### src/common/cic_pkg.sv
// constants, field positions, reset values and types of the cpu interrupt collector
// assumes a single 250 MHz sys_clk domain; pins come from outside and are synchronised
// Behaviour
// - non-maskable pin is sampled into flops on the clock before any use
// - a taken non-maskable request redirects execution to the reset vector
// - in a bus data cycle line 22 enables writing register bit 6 from line 6
// - non-maskable level is register bit 6 or inverted pin, never masked
// - non-maskable request is only taken while the pipeline advances
// - external pins 0 to 5 set pending bits 10 to 15 in order
// - bit 15 takes the pin 5 path when select high, else the timer
// - lines 22 to 16 enable writes of register bits 6 to 0, any subset
// - register bits 4 to 0 or pins 4 to 0 drive pending bits 14 to 10
// - pending bits 1 and 0 change only by software writes
// - pending bits and-ed with mask bits, the eight products or-ed
// - maskable request is that or-term and-ed with the global enable
// - exception level and error level bits also gate the maskable request
// - a selected timer interrupt sets cause bit 15
// - software reads all eight resolved sources from cause bits 15 to 8
// - the device never drives the system bus for an interrupt
// - command bit 4 high marks a data cycle; enables sampled only then
package cic_pkg;
   // system bus and pins
   localparam int CIC_AD_W = 32;
   localparam int CIC_CMD_W = 5;
   localparam int CIC_INT_PINS = 6;
   localparam int CIC_CMD_DATA_BIT = 4;
   localparam int CIC_PIN_W = 1 + CIC_INT_PINS + 1 + 1 + 1 + CIC_CMD_W + CIC_AD_W;
   localparam logic [CIC_PIN_W-1:0] CIC_PIN_IDLE = {1'h1, 6'h3F, 1'h0, 1'h0, 1'h1, 5'h00, 32'h0000_0000};
   // interrupt register and pending field
   localparam int CIC_IREG_W = 7;
   localparam int CIC_WE_LSB = 16;
   localparam int CIC_IREG_NMI = 6;
   localparam int CIC_IREG_SHARED = 5;
   localparam int CIC_EXT_DIRECT = 5;
   localparam int CIC_PEND_W = 8;
   localparam int CIC_SW_W = 2;
   localparam int CIC_PEND_EXT_LSB = 2;
   localparam int CIC_PEND_TOP = 7;
   localparam logic [CIC_IREG_W-1:0] CIC_IREG_RST = 7'h00;
   // status and cause field positions
   localparam int CIC_ST_IE = 0;
   localparam int CIC_ST_EXL = 1;
   localparam int CIC_ST_ERL = 2;
   localparam int CIC_ST_MASK_LSB = 8;
   localparam int CIC_CAUSE_PEND_LSB = 8;
   // apb register map, byte addresses
   localparam int CIC_APB_AW = 12;
   localparam logic [CIC_APB_AW-1:0] CIC_OFS_STATUS = 12'h000;
   localparam logic [CIC_APB_AW-1:0] CIC_OFS_CAUSE = 12'h004;
   localparam logic [CIC_APB_AW-1:0] CIC_OFS_IREG = 12'h008;
   localparam logic [CIC_APB_AW-1:0] CIC_OFS_EVT = 12'h00C;
   localparam logic [CIC_APB_AW-1:0] CIC_OFS_EVT_MASK = 12'h010;
   localparam logic [CIC_APB_AW-1:0] CIC_OFS_LIVE = 12'h014;
   // event status bits
   localparam int CIC_EVT_W = 3;
   localparam int CIC_EVT_NMI = 0;
   localparam int CIC_EVT_REQ = 1;
   localparam int CIC_EVT_BUSWR = 2;
   localparam int CIC_LIVE_NMI = 0;
   localparam int CIC_LIVE_REQ = 1;
   localparam logic [CIC_EVT_W-1:0] CIC_EVT_RST = 3'h0;
   localparam logic [CIC_PEND_W-1:0] CIC_MASK_RST = 8'h00;
   // apb slave phase
   typedef enum logic [0:0] {
      CIC_APB_IDLE = 1'b0,
      CIC_APB_RESP = 1'b1
   } cic_apb_t;
endpackage : cic_pkg

### src/common/cic_pin_if.sv
// synchronised pin bundle passed from the pin synchroniser to the collector
// assumes both ends run on sys_clk
interface cic_pin_if;
   import cic_pkg::*;
   logic nmi_n;
   logic [CIC_INT_PINS-1:0] int_n;
   logic timer;
   logic tsel;
   logic valid_n;
   logic [CIC_CMD_W-1:0] cmd;
   logic [CIC_AD_W-1:0] ad;
   modport src (output nmi_n, output int_n, output timer, output tsel, output valid_n, output cmd, output ad);
   modport dst (input nmi_n, input int_n, input timer, input tsel, input valid_n, input cmd, input ad);
endinterface : cic_pin_if

### src/rtl/cic_collector.sv
// interrupt collector: pins, bus-written interrupt register, masking, apb registers
// assumes an apb master on sys_clk and a system bus agent that holds each cycle
// for at least three sys_clk periods; the system bus is only ever observed
module cic_collector
   import cic_pkg::*;
(
   input wire logic sys_clk,
   input wire logic rst,
   input wire logic nmi_pin_n,
   input wire logic [CIC_INT_PINS-1:0] ext_int_n,
   input wire logic timer_irq,
   input wire logic timer_source_select,
   input wire logic [CIC_AD_W-1:0] sys_addr_data_bus,
   input wire logic [CIC_CMD_W-1:0] sys_command_bus,
   input wire logic sys_data_valid_n,
   input wire logic pipe_advance,
   input wire logic [CIC_APB_AW-1:0] paddr,
   input wire logic psel,
   input wire logic penable,
   input wire logic pwrite,
   input wire logic [CIC_AD_W-1:0] pwdata,
   output logic [CIC_AD_W-1:0] prdata,
   output logic pready,
   output logic pslverr,
   output logic cpu_int_req,
   output logic nmi_redirect,
   output logic irq
);
   typedef struct packed {
      cic_apb_t apb;
      logic ready;
      logic slverr;
      logic [CIC_AD_W-1:0] rdata;
      logic [CIC_IREG_W-1:0] ireg;
      logic [CIC_SW_W-1:0] sw_pend;
      logic [CIC_PEND_W-1:0] mask;
      logic ie;
      logic exception_level_bit;
      logic error_level_bit;
      logic wr_seen;
      logic nmi_lvl_q;
      logic nmi_pend;
      logic redirect;
      logic int_req;
      logic [CIC_EVT_W-1:0] evt;
      logic [CIC_EVT_W-1:0] evt_mask;
      logic irq;
   } cic_top_st_t;

   cic_top_st_t st_r;
   cic_top_st_t st_nxt;
   cic_pin_if pins ();

   logic [CIC_PEND_W-1:0] pend;
   logic nmi_lvl;
   logic nmi_rise;
   logic nmi_any;
   logic bus_wr;
   logic wr_edge;
   logic apb_setup;
   logic apb_write;
   logic req_nxt;
   logic [CIC_EVT_W-1:0] evt_set;

   // bus-written bits: enable lines pick which register bits take the new level
   function automatic logic [CIC_IREG_W-1:0] cic_merge_ireg(
      input logic [CIC_IREG_W-1:0] cur,
      input logic [CIC_AD_W-1:0] ad
   );
      logic [CIC_IREG_W-1:0] res;
      res = cur;
      for (int i = 0; i < CIC_IREG_W; i++) begin
         if (ad[CIC_WE_LSB + i]) begin
            res[i] = ~ad[i];
         end
      end
      return res;
   endfunction : cic_merge_ireg

   ////////////////////////////////////////////////////////////////////////////////
   // pins pass the synchroniser; nothing here drives the system bus
   cic_pin_sync u_sync (
      .sys_clk (sys_clk),
      .rst (rst),
      .nmi_pin_n (nmi_pin_n),
      .ext_int_n (ext_int_n),
      .timer_irq (timer_irq),
      .timer_source_select (timer_source_select),
      .sys_data_valid_n (sys_data_valid_n),
      .sys_command_bus (sys_command_bus),
      .sys_addr_data_bus (sys_addr_data_bus),
      .pins (pins)
   );

   ////////////////////////////////////////////////////////////////////////////////
   // resolved pending field, readable as cause bits 15 to 8
   always_comb begin
      pend = '0;
      pend[CIC_SW_W-1:0] = st_r.sw_pend;
      pend[CIC_PEND_EXT_LSB +: CIC_EXT_DIRECT] =
         st_r.ireg[CIC_EXT_DIRECT-1:0] | ~pins.int_n[CIC_EXT_DIRECT-1:0];
      if (pins.tsel) begin
         pend[CIC_PEND_TOP] = st_r.ireg[CIC_IREG_SHARED] | ~pins.int_n[CIC_IREG_SHARED];
      end else begin
         pend[CIC_PEND_TOP] = pins.timer;
      end
   end

   // non-maskable level ignores every mask and enable
   assign nmi_lvl = st_r.ireg[CIC_IREG_NMI] | ~pins.nmi_n;
   assign nmi_rise = nmi_lvl & ~st_r.nmi_lvl_q;
   assign nmi_any = st_r.nmi_pend | nmi_rise;

   // enables only count in a valid data cycle, once per cycle
   assign bus_wr = ~pins.valid_n & pins.cmd[CIC_CMD_DATA_BIT];
   assign wr_edge = bus_wr & ~st_r.wr_seen;

   // maskable request gated by enable and both level bits
   assign req_nxt = (|(pend & st_r.mask)) & st_r.ie & ~st_r.exception_level_bit & ~st_r.error_level_bit;

   // apb phases: read data latched in setup, write lands at the completing edge
   assign apb_setup = psel & ~penable & (st_r.apb == CIC_APB_IDLE);
   assign apb_write = psel & penable & pwrite & (st_r.apb == CIC_APB_RESP);

   assign evt_set[CIC_EVT_NMI] = nmi_any & pipe_advance;
   assign evt_set[CIC_EVT_REQ] = req_nxt & ~st_r.int_req;
   assign evt_set[CIC_EVT_BUSWR] = wr_edge;

   ////////////////////////////////////////////////////////////////////////////////
   // next state of the whole block
   always_comb begin
      st_nxt = st_r;
      st_nxt.wr_seen = bus_wr;
      st_nxt.nmi_lvl_q = nmi_lvl;
      st_nxt.int_req = req_nxt;
      // a stalled pipeline holds the request until it moves again
      st_nxt.redirect = nmi_any & pipe_advance;
      st_nxt.nmi_pend = nmi_any & ~pipe_advance;
      if (wr_edge) begin
         st_nxt.ireg = cic_merge_ireg(st_r.ireg, pins.ad);
      end
      // apb slave
      case (st_r.apb)
         CIC_APB_IDLE: begin
            st_nxt.ready = 1'b0;
            if (apb_setup) begin
               st_nxt.apb = CIC_APB_RESP;
               st_nxt.ready = 1'b1;
               st_nxt.slverr = 1'b0;
               st_nxt.rdata = '0;
               if (paddr == CIC_OFS_STATUS) begin
                  st_nxt.rdata[CIC_ST_MASK_LSB +: CIC_PEND_W] = st_r.mask;
                  st_nxt.rdata[CIC_ST_IE] = st_r.ie;
                  st_nxt.rdata[CIC_ST_EXL] = st_r.exception_level_bit;
                  st_nxt.rdata[CIC_ST_ERL] = st_r.error_level_bit;
               end else if (paddr == CIC_OFS_CAUSE) begin
                  st_nxt.rdata[CIC_CAUSE_PEND_LSB +: CIC_PEND_W] = pend;
               end else if (paddr == CIC_OFS_IREG) begin
                  st_nxt.rdata[CIC_IREG_W-1:0] = st_r.ireg;
               end else if (paddr == CIC_OFS_EVT) begin
                  st_nxt.rdata[CIC_EVT_W-1:0] = st_r.evt;
               end else if (paddr == CIC_OFS_EVT_MASK) begin
                  st_nxt.rdata[CIC_EVT_W-1:0] = st_r.evt_mask;
               end else if (paddr == CIC_OFS_LIVE) begin
                  st_nxt.rdata[CIC_LIVE_NMI] = nmi_lvl;
                  st_nxt.rdata[CIC_LIVE_REQ] = st_r.int_req;
               end else begin
                  st_nxt.slverr = 1'b1;
               end
            end
         end
         CIC_APB_RESP: begin
            st_nxt.ready = 1'b1;
            if (psel & penable) begin
               st_nxt.apb = CIC_APB_IDLE;
               st_nxt.ready = 1'b0;
               st_nxt.slverr = 1'b0;
            end
         end
         default: begin
            st_nxt.apb = CIC_APB_IDLE;
            st_nxt.ready = 1'b0;
         end
      endcase
      // register writes; unmapped writes only raise the error
      if (apb_write) begin
         if (paddr == CIC_OFS_STATUS) begin
            st_nxt.mask = pwdata[CIC_ST_MASK_LSB +: CIC_PEND_W];
            st_nxt.ie = pwdata[CIC_ST_IE];
            st_nxt.exception_level_bit = pwdata[CIC_ST_EXL];
            st_nxt.error_level_bit = pwdata[CIC_ST_ERL];
         end else if (paddr == CIC_OFS_CAUSE) begin
            st_nxt.sw_pend = pwdata[CIC_CAUSE_PEND_LSB +: CIC_SW_W];
         end else if (paddr == CIC_OFS_EVT_MASK) begin
            st_nxt.evt_mask = pwdata[CIC_EVT_W-1:0];
         end
      end
      // sticky events: a new event in the clearing cycle survives the clear
      if (apb_write && paddr == CIC_OFS_EVT) begin
         st_nxt.evt = (st_r.evt & ~pwdata[CIC_EVT_W-1:0]) | evt_set;
      end else begin
         st_nxt.evt = st_r.evt | evt_set;
      end
      st_nxt.irq = |(st_nxt.evt & st_nxt.evt_mask);
   end

   // one register for all state
   always_ff @(posedge sys_clk) begin
      if (rst) begin
         st_r <= '0;
         st_r.apb <= CIC_APB_IDLE;
         st_r.ireg <= CIC_IREG_RST;
         st_r.mask <= CIC_MASK_RST;
         st_r.evt <= CIC_EVT_RST;
         st_r.evt_mask <= CIC_EVT_RST;
      end else begin
         st_r <= st_nxt;
      end
   end

   assign prdata = st_r.rdata;
   assign pready = st_r.ready;
   assign pslverr = st_r.slverr;
   assign cpu_int_req = st_r.int_req;
   assign nmi_redirect = st_r.redirect;
   assign irq = st_r.irq;
endmodule : cic_collector

### src/rtl/cic_pin_sync.sv
// three-flop synchroniser for every pin of the interrupt collector
// assumes pins are asynchronous to sys_clk and hold each bus cycle for several clocks
module cic_pin_sync
   import cic_pkg::*;
(
   input wire logic sys_clk,
   input wire logic rst,
   input wire logic nmi_pin_n,
   input wire logic [CIC_INT_PINS-1:0] ext_int_n,
   input wire logic timer_irq,
   input wire logic timer_source_select,
   input wire logic sys_data_valid_n,
   input wire logic [CIC_CMD_W-1:0] sys_command_bus,
   input wire logic [CIC_AD_W-1:0] sys_addr_data_bus,
   cic_pin_if.src pins
);
   typedef struct packed {
      logic [CIC_PIN_W-1:0] s1;
      logic [CIC_PIN_W-1:0] s2;
      logic [CIC_PIN_W-1:0] s3;
      logic [CIC_PIN_W-1:0] stable;
   } cic_sync_st_t;

   cic_sync_st_t st_r;
   cic_sync_st_t st_nxt;
   logic [CIC_PIN_W-1:0] raw;

   ////////////////////////////////////////////////////////////////////////////////
   // whole bundle agrees at once so bus lines and command never mix two cycles
   assign raw = {nmi_pin_n, ext_int_n, timer_irq, timer_source_select, sys_data_valid_n,
                 sys_command_bus, sys_addr_data_bus};

   always_comb begin
      st_nxt = st_r;
      st_nxt.s1 = raw;
      st_nxt.s2 = st_r.s1;
      st_nxt.s3 = st_r.s2;
      if (st_r.s2 == st_r.s3) begin
         st_nxt.stable = st_r.s3;
      end
   end

   // idle value keeps active-low pins inactive through reset
   always_ff @(posedge sys_clk) begin
      if (rst) begin
         st_r <= {CIC_PIN_IDLE, CIC_PIN_IDLE, CIC_PIN_IDLE, CIC_PIN_IDLE};
      end else begin
         st_r <= st_nxt;
      end
   end

   assign {pins.nmi_n, pins.int_n, pins.timer, pins.tsel, pins.valid_n, pins.cmd, pins.ad} = st_r.stable;
endmodule : cic_pin_sync

### config.mk
export PLATFORM = sky130hd
export DESIGN_NAME = cic_collector
export DESIGN_NICKNAME = d
export VERILOG_FILES = /design/src/common/cic_pkg.sv /design/src/common/cic_pin_if.sv /design/src/rtl/cic_collector.sv /design/src/rtl/cic_pin_sync.sv
export SDC_FILE = /design/constraint.sdc
export NUM_CORES = 1
export LEC_CHECK = 0
export BUFFER_PORTS_ARGS = -buffer_cell sky130_fd_sc_hd__buf_2
export CAP_MARGIN = 20
export CORE_ASPECT_RATIO = 0.7
export CORE_MARGIN = 10
export CORE_UTILIZATION = 57
export DETAILED_ROUTE_END_ITERATION = 7
export PLACE_DENSITY = 0.8
export SLEW_MARGIN = 10
export SYNTH_ARGS = -nofsm -noshare
export SYNTH_HDL_FRONTEND = slang
export SYNTH_HIERARCHICAL = 1
export SYNTH_SLANG_ARGS = --single-unit
### constraint.sdc
create_clock -name sys_clk -period 2.38 [get_ports sys_clk]
set_clock_uncertainty 0.05 [all_clocks]
set_input_delay 0.238 -clock sys_clk [delete_from_list [all_inputs] [get_ports sys_clk]]
set_output_delay 0.238 -clock sys_clk [all_outputs]
set_load 0.01 [all_outputs]
==> results of run 1 <==
worst min-delay path: cells and delay by family:
family | cells | cell delay, ns
buf+inv | 1 | 0.12
simple gates | 1 | 0.09
mux | 1 | 0.08
sequential cells by signal, summed over array words and instances (netlist names), 2 cells and up, named ones only:
register           count
pend                   2
prdata                15
st_r                  27
u_sync/st_nxt         94
u_sync/st_r           47
u_sync/pins.int_n      6
u_sync/pins.ad        14
power by group through the flow:
stage / clock network (W) / registers (W) / logic, W
finish: 0.00328 / 0.00376 / 0.000448
global route: 0.00349 / 0.00377 / 0.000494
CTS: 0.00334 / 0.00376 / 0.000442
detailed placement: 0 / 0.00384 / 0.000361
global placement: 0 / 0.00383 / 0.000353
floorplan: 0 / 0.00382 / 0.000268
placed cells by master, fill, tap and decap left out, drive strengths merged, types with 3 or more instances in the layout:
cell / n
dfxtp: 215
nor2b: 119
buf: 108
dlygate4sd3: 61
nor2: 49
xor2: 47
nand2b: 44
mux2i: 43
clkbuf: 28
or2: 25
conb: 17
o21ai: 15
a21oi: 15
nor4: 13
a221oi: 10
inv: 9
nand2: 8
a311oi: 7
nor3: 6
clkinv: 6
nand3: 5
nand4: 4
a31oi: 4
o21a: 3
or4: 3
nor3b: 3
per-layer routing:
layer,GRT usage [%],vias to the layer above
met5,0,-
met4,4.592,0
met3,4.438,26
met2,28.62,148
met1,22.14,2535
li1,-,2662
per-stage QoR:
step / utilization, % / setup WS, ns / instance area (um2)
2_1_floorplan: - / 0.2220 / 7985
3_3_place_gp: 61.47 / 0.05639 / 8237
3_5_place_dp: 61.47 / 0.002649 / 8237
4_1_cts: 71.21 / 0.2071 / 9543
5_1_grt: 71.21 / 0.07106 / 9543
6_report: 71.21 / 0.2627 / 9543
how the worst max path moves through the flow:
stage / startpoint / end / slack, ns / depth (start not counted)
finish: u_sync/st_r[89] / u_sync/pins.ad[4] / 0.26 / 6
detailed placement: paddr[9] / st_r[20] / 0.003 / 7
CTS: u_sync/st_r[89] / u_sync/pins.ad[4] / 0.21 / 6
floorplan: paddr[9] / st_r[13] / 0.22 / 7
global route: u_sync/st_r[89] / u_sync/pins.ad[16] / 0.07 / 6
global placement: paddr[9] / pend[0] / 0.06 / 6
cell type report:
class	count	area [um2]	area share [%]
clock buffers	28	590.6	6.189
clock inverters	8	105.1	1.101
inverters	9	33.78	0.3540
multi-input cells	462	3063	32.10
flip-flops and latches	215	4304	45.10
well taps	185	231.5	2.426
repair buffers	169	1215	12.73
==> flow_summary.json, run 1 <==
{
  "syn_area_per_cell_um2": 10.37,
  "whs_ns": 0.02426,
  "place.gp.congestion": 0.8326,
  "n_antenna_cell": 0,
  "portBuffers": 95,
  "cts_setup_buffers": 0,
  "drc_errors": 0,
  "p_per_area_nw_per_um2": 784.1,
  "timing.fmax_mhz": 472.3,
  "min_path_cells": 3,
  "vias": 5371,
  "fin_nets": 974,
  "dp_cells": 979,
  "worst-path-max-fanout": 23,
  "hpwl_um": 11150,
  "wl_per_cell_um": 15.77,
  "fin_cells": 1076,
  "die_area_um2": 19100,
  "maxUsedRoutingLayer": "met4",
  "antenna_left": 0,
  "htreeDepth": 1,
  "peakVddDrop_mv": 0.6524,
  "hold_class": "in -> reg",
  "cts_root_buffer": "clkbuf_16",
  "synth_area_um2": 7925,
  "cts_buffers": 20,
  "tightest_slew_ns": 0.7100,
  "core-area_um2": 13400,
  "hold_start": "pwdata[1]",
  "drt_iter0_drc": 405,
  "first_pass_iters": 5,
  "rsz0062_at_grt": "false",
  "finalCritPeriodShare_pct": 88.96,
  "fillers": 949,
  "syn_to_final_growth_pct": 20.41,
  "track_usage_pct": 17.37,
  "p_comb_share_pct": 6.0,
  "cp_cell_sequence": "xor2_1 -> nor4_1 -> nand4_1 -> nor3_4 -> buf_12 -> mux2i_1",
  "regToRegEndpoint": "u_sync/pins.ad[4]",
  "maxCapViolations": 0,
  "cp-end-kind": "flop",
  "p_int_w": 0.005903,
  "rr_worst_depth": 6,
  "rr_startpoint": "u_sync/st_r[89]",
  "slew_headroom_pct": 52.67,
  "critPathSlowestCell": "nor4_1",
  "seq_power_share_pct": 50.2,
  "min_to": "st_r[13]",
  "vias_per_cell": 4.992,
  "fp-row-count": 35,
  "finalPower_w": 0.007483,
  "finalSetupTns_ns": 0,
  "grt_pass1_wl_um": 28220,
  "ios": 134,
  "reg2reg_slack_ns": 0.26,
  "path_delay_family": "simple AND/OR/NAND/NOR gates",
  "cts_resized": 0,
  "hold_viol": 0,
  "cp.buffers_inverters": 1,
  "wl_met2_um": 7844,
  "post-route-min-period_ns": 2.117,
  "die_h_um": 118.7,
  "status": "finished clean",
  "grt_max_degree": 82,
  "die_x_um": 160.9,
  "switchingPower_w": 0.001579,
  "crit_arrival_ns": 2.48,
  "initial_core_util_pct": 59.14,
  "synthCells": 764,
  "grt_pass1_vias": 5674,
  "max-clock-path-buffers": 3,
  "grt.overflow.total": 0,
  "p_leak_nw": 4.010,
  "slowest_delay_ns": 0.40,
  "swShare_pct": 21.11,
  "clkLatencyLatePin_ns": 0.49,
  "clkTransAtPathRegs_ns": 0.06,
  "startpoint_type": "flop",
  "clock_sinks": 215,
  "drt-met1-wl_um": 7775,
  "antenna_found_initial": 0,
  "holdBufCountCts": 61,
  "drt-total-wl_um": 16970,
  "layout-drive-gt1-share_pct": 19.42,
  "maxSlewViolCount": 0,
  "critPathKind": "reg -> reg",
  "pwr-share-clk_pct": 43.8,
  "met3_length_um": 1032,
  "cp_data_required_time_ns": 2.74,
  "cts_tree": "built",
  "finalSetupViolCount": 0,
  "ys_warn_count": 6
}
Note: power is estimated with default switching activity, not from simulation.
==> run 2, diff against run 1 <==
--- a/config.mk
+++ b/config.mk
@@ -9,9 +9,9 @@
 export CAP_MARGIN = 20
 export CORE_ASPECT_RATIO = 0.7
 export CORE_MARGIN = 10
-export CORE_UTILIZATION = 57
+export CORE_UTILIZATION = 60
 export DETAILED_ROUTE_END_ITERATION = 7
-export PLACE_DENSITY = 0.8
+export PLACE_DENSITY = 0.83
 export SLEW_MARGIN = 10
 export SYNTH_ARGS = -nofsm -noshare
 export SYNTH_HDL_FRONTEND = slang
==> constraint.sdc (replaced) <==
create_clock -name sys_clk -period 2.6 [get_ports sys_clk]
set_clock_uncertainty 0.05 [all_clocks]
set_input_delay 0.26 -clock sys_clk [delete_from_list [all_inputs] [get_ports sys_clk]]
set_output_delay 0.26 -clock sys_clk [all_outputs]
set_load 0.01 [all_outputs]
==> run 2 against run 1 <==
Against the previous run:
- clock-buffer cell count unchanged
- combinational power down 9.8%
- maximum frequency down 2.1%
- highest routed layer unchanged
==> flow_summary.json, run 2 (synthesis results as in run 1) <==
{
  "hold_viol": 0,
  "cp-end-kind": "flop",
  "cp_data_required_time_ns": 2.95,
  "critPathSlowestCell": "nor4_1",
  "finalSetupTns_ns": 0,
  "grt_pass1_vias": 5456,
  "slowest_delay_ns": 0.41,
  "reg2reg_slack_ns": 0.44,
  "cts_buffers": 20,
  "worst-path-max-fanout": 23,
  "tightest_slew_ns": 0.7985,
  "seq_power_share_pct": 48.4,
  "initial_core_util_pct": 60.73,
  "hold_class": "in -> reg",
  "p_comb_share_pct": 5.7,
  "critPathKind": "reg -> reg",
  "p_per_area_nw_per_um2": 746.3,
  "utilization_pct": 72.93,
  "layout_common_cells": "dfxtp_1, nor2b_1, buf_2",
  "hpwl_um": 10850,
  "finalCritPeriodShare_pct": 83.21,
  "cts_setup_buffers": 0,
  "rsz0062_at_grt": "false",
  "vias_per_cell": 5.015,
  "pwr-share-clk_pct": 45.9,
  "post-route-min-period_ns": 2.164,
  "swShare_pct": 20.19,
  "cp.buffers_inverters": 1,
  "max-clock-path-buffers": 3,
  "startpoint_type": "flop",
  "ios": 134,
  "grt_max_degree": 201,
  "wl_per_cell_um": 16.01,
  "maxCapViolations": 0,
  "slew_headroom_pct": 46.77,
  "clkTransAtPathRegs_ns": 0.06,
  "cp_cell_sequence": "xor2_1 -> nor4_1 -> nand4_1 -> nor3_4 -> buf_12 -> mux2i_1",
  "grt.overflow.total": 0,
  "clkLatencyLatePin_ns": 0.48,
  "drc_errors": 0,
  "syn_to_final_growth_pct": 20.10,
  "peakVddDrop_mv": 0.6030,
  "place.gp.congestion": 0.8807,
  "antenna_found_initial": 0,
  "core-area_um2": 13050,
  "crit_arrival_ns": 2.51,
  "status": "finished clean",
  "p_int_w": 0.005668,
  "die_x_um": 157.4,
  "cts_root_buffer": "clkbuf_16",
  "clock_sinks": 215,
  "antenna_left": 0,
  "finalSetupViolCount": 0,
  "drt-total-wl_um": 16790,
  "layout-drive-gt1-share_pct": 18.80,
  "regArea_um2": 4304,
  "cts_tree": "built",
  "timing.fmax_mhz": 462.2,
  "multi_input_area_um2": 3063,
  "largest_reg_flops": 94,
  "die_area_um2": 18280,
  "switchingPower_w": 0.001434,
  "htreeDepth": 1,
  "die_h_um": 116.2,
  "track_usage_pct": 18.15,
  "fin_nets": 966,
  "grt_pass1_wl_um": 27060,
  "first_pass_iters": 5,
  "maxSlewViolCount": 0,
  "vias": 5261,
  "drt_iter0_drc": 347,
  "p_leak_nw": 3.996,
  "portBuffers": 95,
  "n_antenna_cell": 0,
  "path_delay_family": "simple AND/OR/NAND/NOR gates",
  "fp-row-count": 35,
  "final_common_cell": "dfxtp_1",
  "fillers": 932
}
-- run 2: cell types whose count changed in the layout (fill, tap and decap cells not counted) --
cell,previous run,this run
buf_4,11,5
clkinv_8,1,0
dlygate4sd3_1,61,58
clkinvlp_4,0,1
bufinv_16,2,5
clkinv_2,4,2
clkbuf_1,2,4
buf_12,2,3
clkbuf_8,6,3
clkinv_4,1,0
clkbuf_16,20,21
-- run 2: power groups by stage --
stage               Sequential (W)  Combinational, W  Clock, W
floorplan                  0.00350          0.000245         0
finish                     0.00344          0.000404   0.00326
CTS                        0.00344          0.000400   0.00330
detailed placement         0.00351          0.000331         0
global placement           0.00351          0.000322         0
global route               0.00345          0.000450   0.00344
-- run 2: cell type report --
class / instances / share of cell area (%)
inverter: 9 / 0.3549
clock inverter: 8 / 1.762
multi-input combinational: 462 / 32.18
clock buffer: 28 / 6.113
tap: 166 / 2.182
timing repair buffer: 161 / 12.19
sequential: 215 / 45.22
-- run 2: repair_timing --
action / in CTS / in global routing
gates resized for setup: 0 / 0
endpoints found under the hold margin: 58 / 0
hold buffers: 58 / 0
-- run 2: stage by stage --
step / total power, W / hold WS (ns) / setup slack, ns / cells / area [um2]
finish: 0.007103 / 0.01688 / 0.4365 / 1049 / 9518
global route: 0.007335 / 0.02865 / 0.2708 / 1049 / 9518
CTS: 0.007140 / 0.01345 / 0.4135 / 1049 / 9518
detailed placement: 0.003844 / 0.3569 / 0.2061 / 955 / 8188
global placement: 0.003830 / 0.3421 / 0.2164 / 955 / 8188
floorplan: 0.003745 / 0.2824 / 0.4200 / 780 / 7985
-- run 2: per-layer routing --
layer | global-route usage (%) | share of wire [%]
met4 | 5.031 | 1.4
met1 | 22.92 | 44
met2 | 30.80 | 48
met5 | 0 | 0
met3 | 4.010 | 6.0
-- run 2: path summary, 6_finish.rpt --
check | from | end | cells past startpoint
max | u_sync/st_r[89] | u_sync/pins.ad[1] | 6
min | pwdata[0] | st_r[14] | 3
max reg2reg | u_sync/st_r[89] | u_sync/pins.ad[1] | 6
min reg2reg | u_sync/st_nxt[137] | u_sync/st_nxt[90] | 1
-- run 2: tightest hold or removal path, cell delays in order --
cell     delay, ns
buf_2         0.11
mux2i_1       0.07
nor2_1        0.07
==> run 3, diff against run 2 <==
--- a/config.mk
+++ b/config.mk
@@ -9,9 +9,9 @@
 export CAP_MARGIN = 20
 export CORE_ASPECT_RATIO = 0.7
 export CORE_MARGIN = 10
-export CORE_UTILIZATION = 60
+export CORE_UTILIZATION = 57
 export DETAILED_ROUTE_END_ITERATION = 7
-export PLACE_DENSITY = 0.83
+export PLACE_DENSITY = 0.8
 export SLEW_MARGIN = 10
 export SYNTH_ARGS = -nofsm -noshare
 export SYNTH_HDL_FRONTEND = slang
==> constraint.sdc (replaced) <==
create_clock -name sys_clk -period 2.05 [get_ports sys_clk]
set_clock_uncertainty 0.05 [all_clocks]
set_input_delay 0.205 -clock sys_clk [delete_from_list [all_inputs] [get_ports sys_clk]]
set_output_delay 0.205 -clock sys_clk [all_outputs]
set_load 0.01 [all_outputs]
==> run 3 against run 2 <==
Against the previous run:
- final cell count rose by 3.5%
- sequential share of layout area down 0.89 points
- clock power up 17%
- critical endpoint is now u_sync/pins.ad[21]
- core utilization down 0.46 points
- critical path type unchanged
- via count is 1.5% higher
- worst hold slack gained 0.10 ns
- die area grew 4.5%
- critical path depth up 2
- first-iteration DRC count shrank 11%
- the run now ends with negative setup slack left
==> flow_summary.json, run 3 (synthesis results as in run 1) <==
{
  "p_per_area_nw_per_um2": 897.6,
  "fillers": 915,
  "cts_tree": "built",
  "htreeDepth": 1,
  "status": "complete, but fails checks",
  "rsz0062_at_grt": "true",
  "place.gp.congestion": 0.8149,
  "slowest_delay_ns": 0.33,
  "maxSlewViolCount": 0,
  "portBuffers": 95,
  "cts_root_buffer": "clkbuf_16",
  "critPathMostFrequentCell": "buf_4",
  "hold_viol": 0,
  "p_int_w": 0.006916,
  "die_h_um": 118.7,
  "dp_cells": 983,
  "wl_per_cell_um": 15.76,
  "grt_use_met3_pct": 4.265,
  "fin_cells": 1086,
  "antenna_found_initial": 1,
  "hold_start": "penable",
  "crit_arrival_ns": 2.43,
  "core-area_um2": 13400,
  "hold_class": "in -> reg",
  "finalSetupViolCount": 6,
  "p_comb_share_pct": 6.3,
  "clkTransAtPathRegs_ns": 0.06,
  "drc_errors": 0,
  "fin_area_um2": 9712,
  "swShare_pct": 20.67,
  "antenna_left": 0,
  "violations": "negative setup slack",
  "fin_nets": 984,
  "fp-row-count": 35,
  "vias": 5339,
  "postPlaceCellArea_um2": 8295,
  "critPathSlowestCell": "dfxtp_1",
  "initial_core_util_pct": 59.14,
  "layout-drive-gt1-share_pct": 20.56,
  "startpoint": "u_sync/st_r[83]",
  "drt-total-wl_um": 17110,
  "layout_common_cells": "dfxtp_1, nor2b_1, buf_2",
  "post-route-min-period_ns": 2.078,
  "hpwl_um": 10850,
  "track_usage_pct": 17.06,
  "ios": 134,
  "grt_max_degree": 98,
  "cp_cell_sequence": "xor2_1 -> nor4_1 -> buf_4 -> nand4_1 -> nor3_4 -> buf_4 -> clkbuf_16 -> mux2i_1",
  "grt.overflow.total": 0,
  "die_area_um2": 19100,
  "place_ws_ns": -0.2816,
  "first_pass_iters": 5,
  "maxCapViolations": 0,
  "cp-end-kind": "flop",
  "rr_startpoint": "u_sync/st_r[83]",
  "p_leak_nw": 4.077,
  "grt_pass1_wl_um": 27620,
  "finalCritPeriodShare_pct": 101.4,
  "timing.fmax_mhz": 481.3,
  "max-clock-path-buffers": 3,
  "clock_sinks": 215,
  "cp_data_required_time_ns": 2.40,
  "pwr-share-clk_pct": 43.6,
  "peakVddDrop_mv": 0.7787,
  "drt_iter0_drc": 308,
  "die_x_um": 160.9,
  "clkLatencyLatePin_ns": 0.49,
  "utilization_pct": 72.47,
  "switchingPower_w": 0.001802,
  "startpoint_type": "flop",
  "worst-path-max-fanout": 6,
  "grt_util_met1_pct": 21.01,
  "syn_to_final_growth_pct": 22.54,
  "grt_pass1_vias": 5557,
  "cp.buffers_inverters": 3,
  "reg2reg_slack_ns": -0.03,
  "seq_power_share_pct": 50.1,
  "largest_reg_flops": 94,
  "grt_use_met2_pct": 29.28,
  "critPathKind": "reg -> reg",
  "path_delay_family": "simple AND/OR/NAND/NOR gates",
  "cts_buffers": 21,
  "final_common_cell": "dfxtp_1",
  "top_usage_layer": "met2",
  "fin_ws_ns": -0.02789,
  "vias_per_cell": 4.916
}
## run 3: path summary, 6_finish.rpt
check | end | cells past startpoint
worst max-delay path | u_sync/pins.ad[21] | 8
worst min-delay path | pslverr | 5
worst max register to register | u_sync/pins.ad[21] | 8
worst min register to register | u_sync/st_nxt[88] | 1
## run 3: cell type report
class | instances | area, um2 | share of cell area [%]
multi-input cells | 462 | 3098 | 31.90
clock inverters | 5 | 78.83 | 0.8116
flip-flops and latches | 215 | 4305 | 44.33
diodes | 1 | 2.502 | 0.02577
clock buffers | 31 | 613.1 | 6.313
repair buffers | 178 | 1349 | 13.89
inverters | 9 | 33.78 | 0.3478
well taps | 185 | 231.5 | 2.383
## run 3: worst min-delay path, cell delays in order
cell      delay (ns)
buf_2           0.13
nand2b_1        0.07
a31oi_1         0.09
nor2_1          0.08
nor2_1          0.04
## run 3: power groups by stage
stage	Sequential, W	Combinational [W]	Clock (W)
after floorplan	0.00444	0.000312	0
after global placement	0.00445	0.000422	0
after detailed placement	0.00446	0.000433	0
after CTS	0.00437	0.000534	0.00388
after global routing	0.00438	0.000601	0.00405
final	0.00437	0.000547	0.00380
## run 3: timing repair
item,CTS,global route
pin swaps,2,1
setup buffers,0,2
hold endpoints to repair,65,0
gates resized for setup,2,5
endpoints found under the setup margin,23,24
hold buffers,62,0
gates cloned,0,2
## run 3: through the flow
stage / total power [W] / hold slack [ns] / TNS (ns)
after global placement: 0.004872 / 0.3394 / -5.701
after detailed placement: 0.004888 / 0.3403 / -6.922
after global routing: 0.009026 / 0.1643 / -0.7562
final: 0.008718 / 0.1216 / -0.08192
after CTS: 0.008774 / 0.1112 / 0
after floorplan: 0.004751 / 0.2274 / -0.7062
## run 3: metal layers
layer	vias to the layer above	wire, um
met5	-	0
met4	0	322
met3	34	1026
met2	147	8259
met1	2473	7505
li1	2685	-
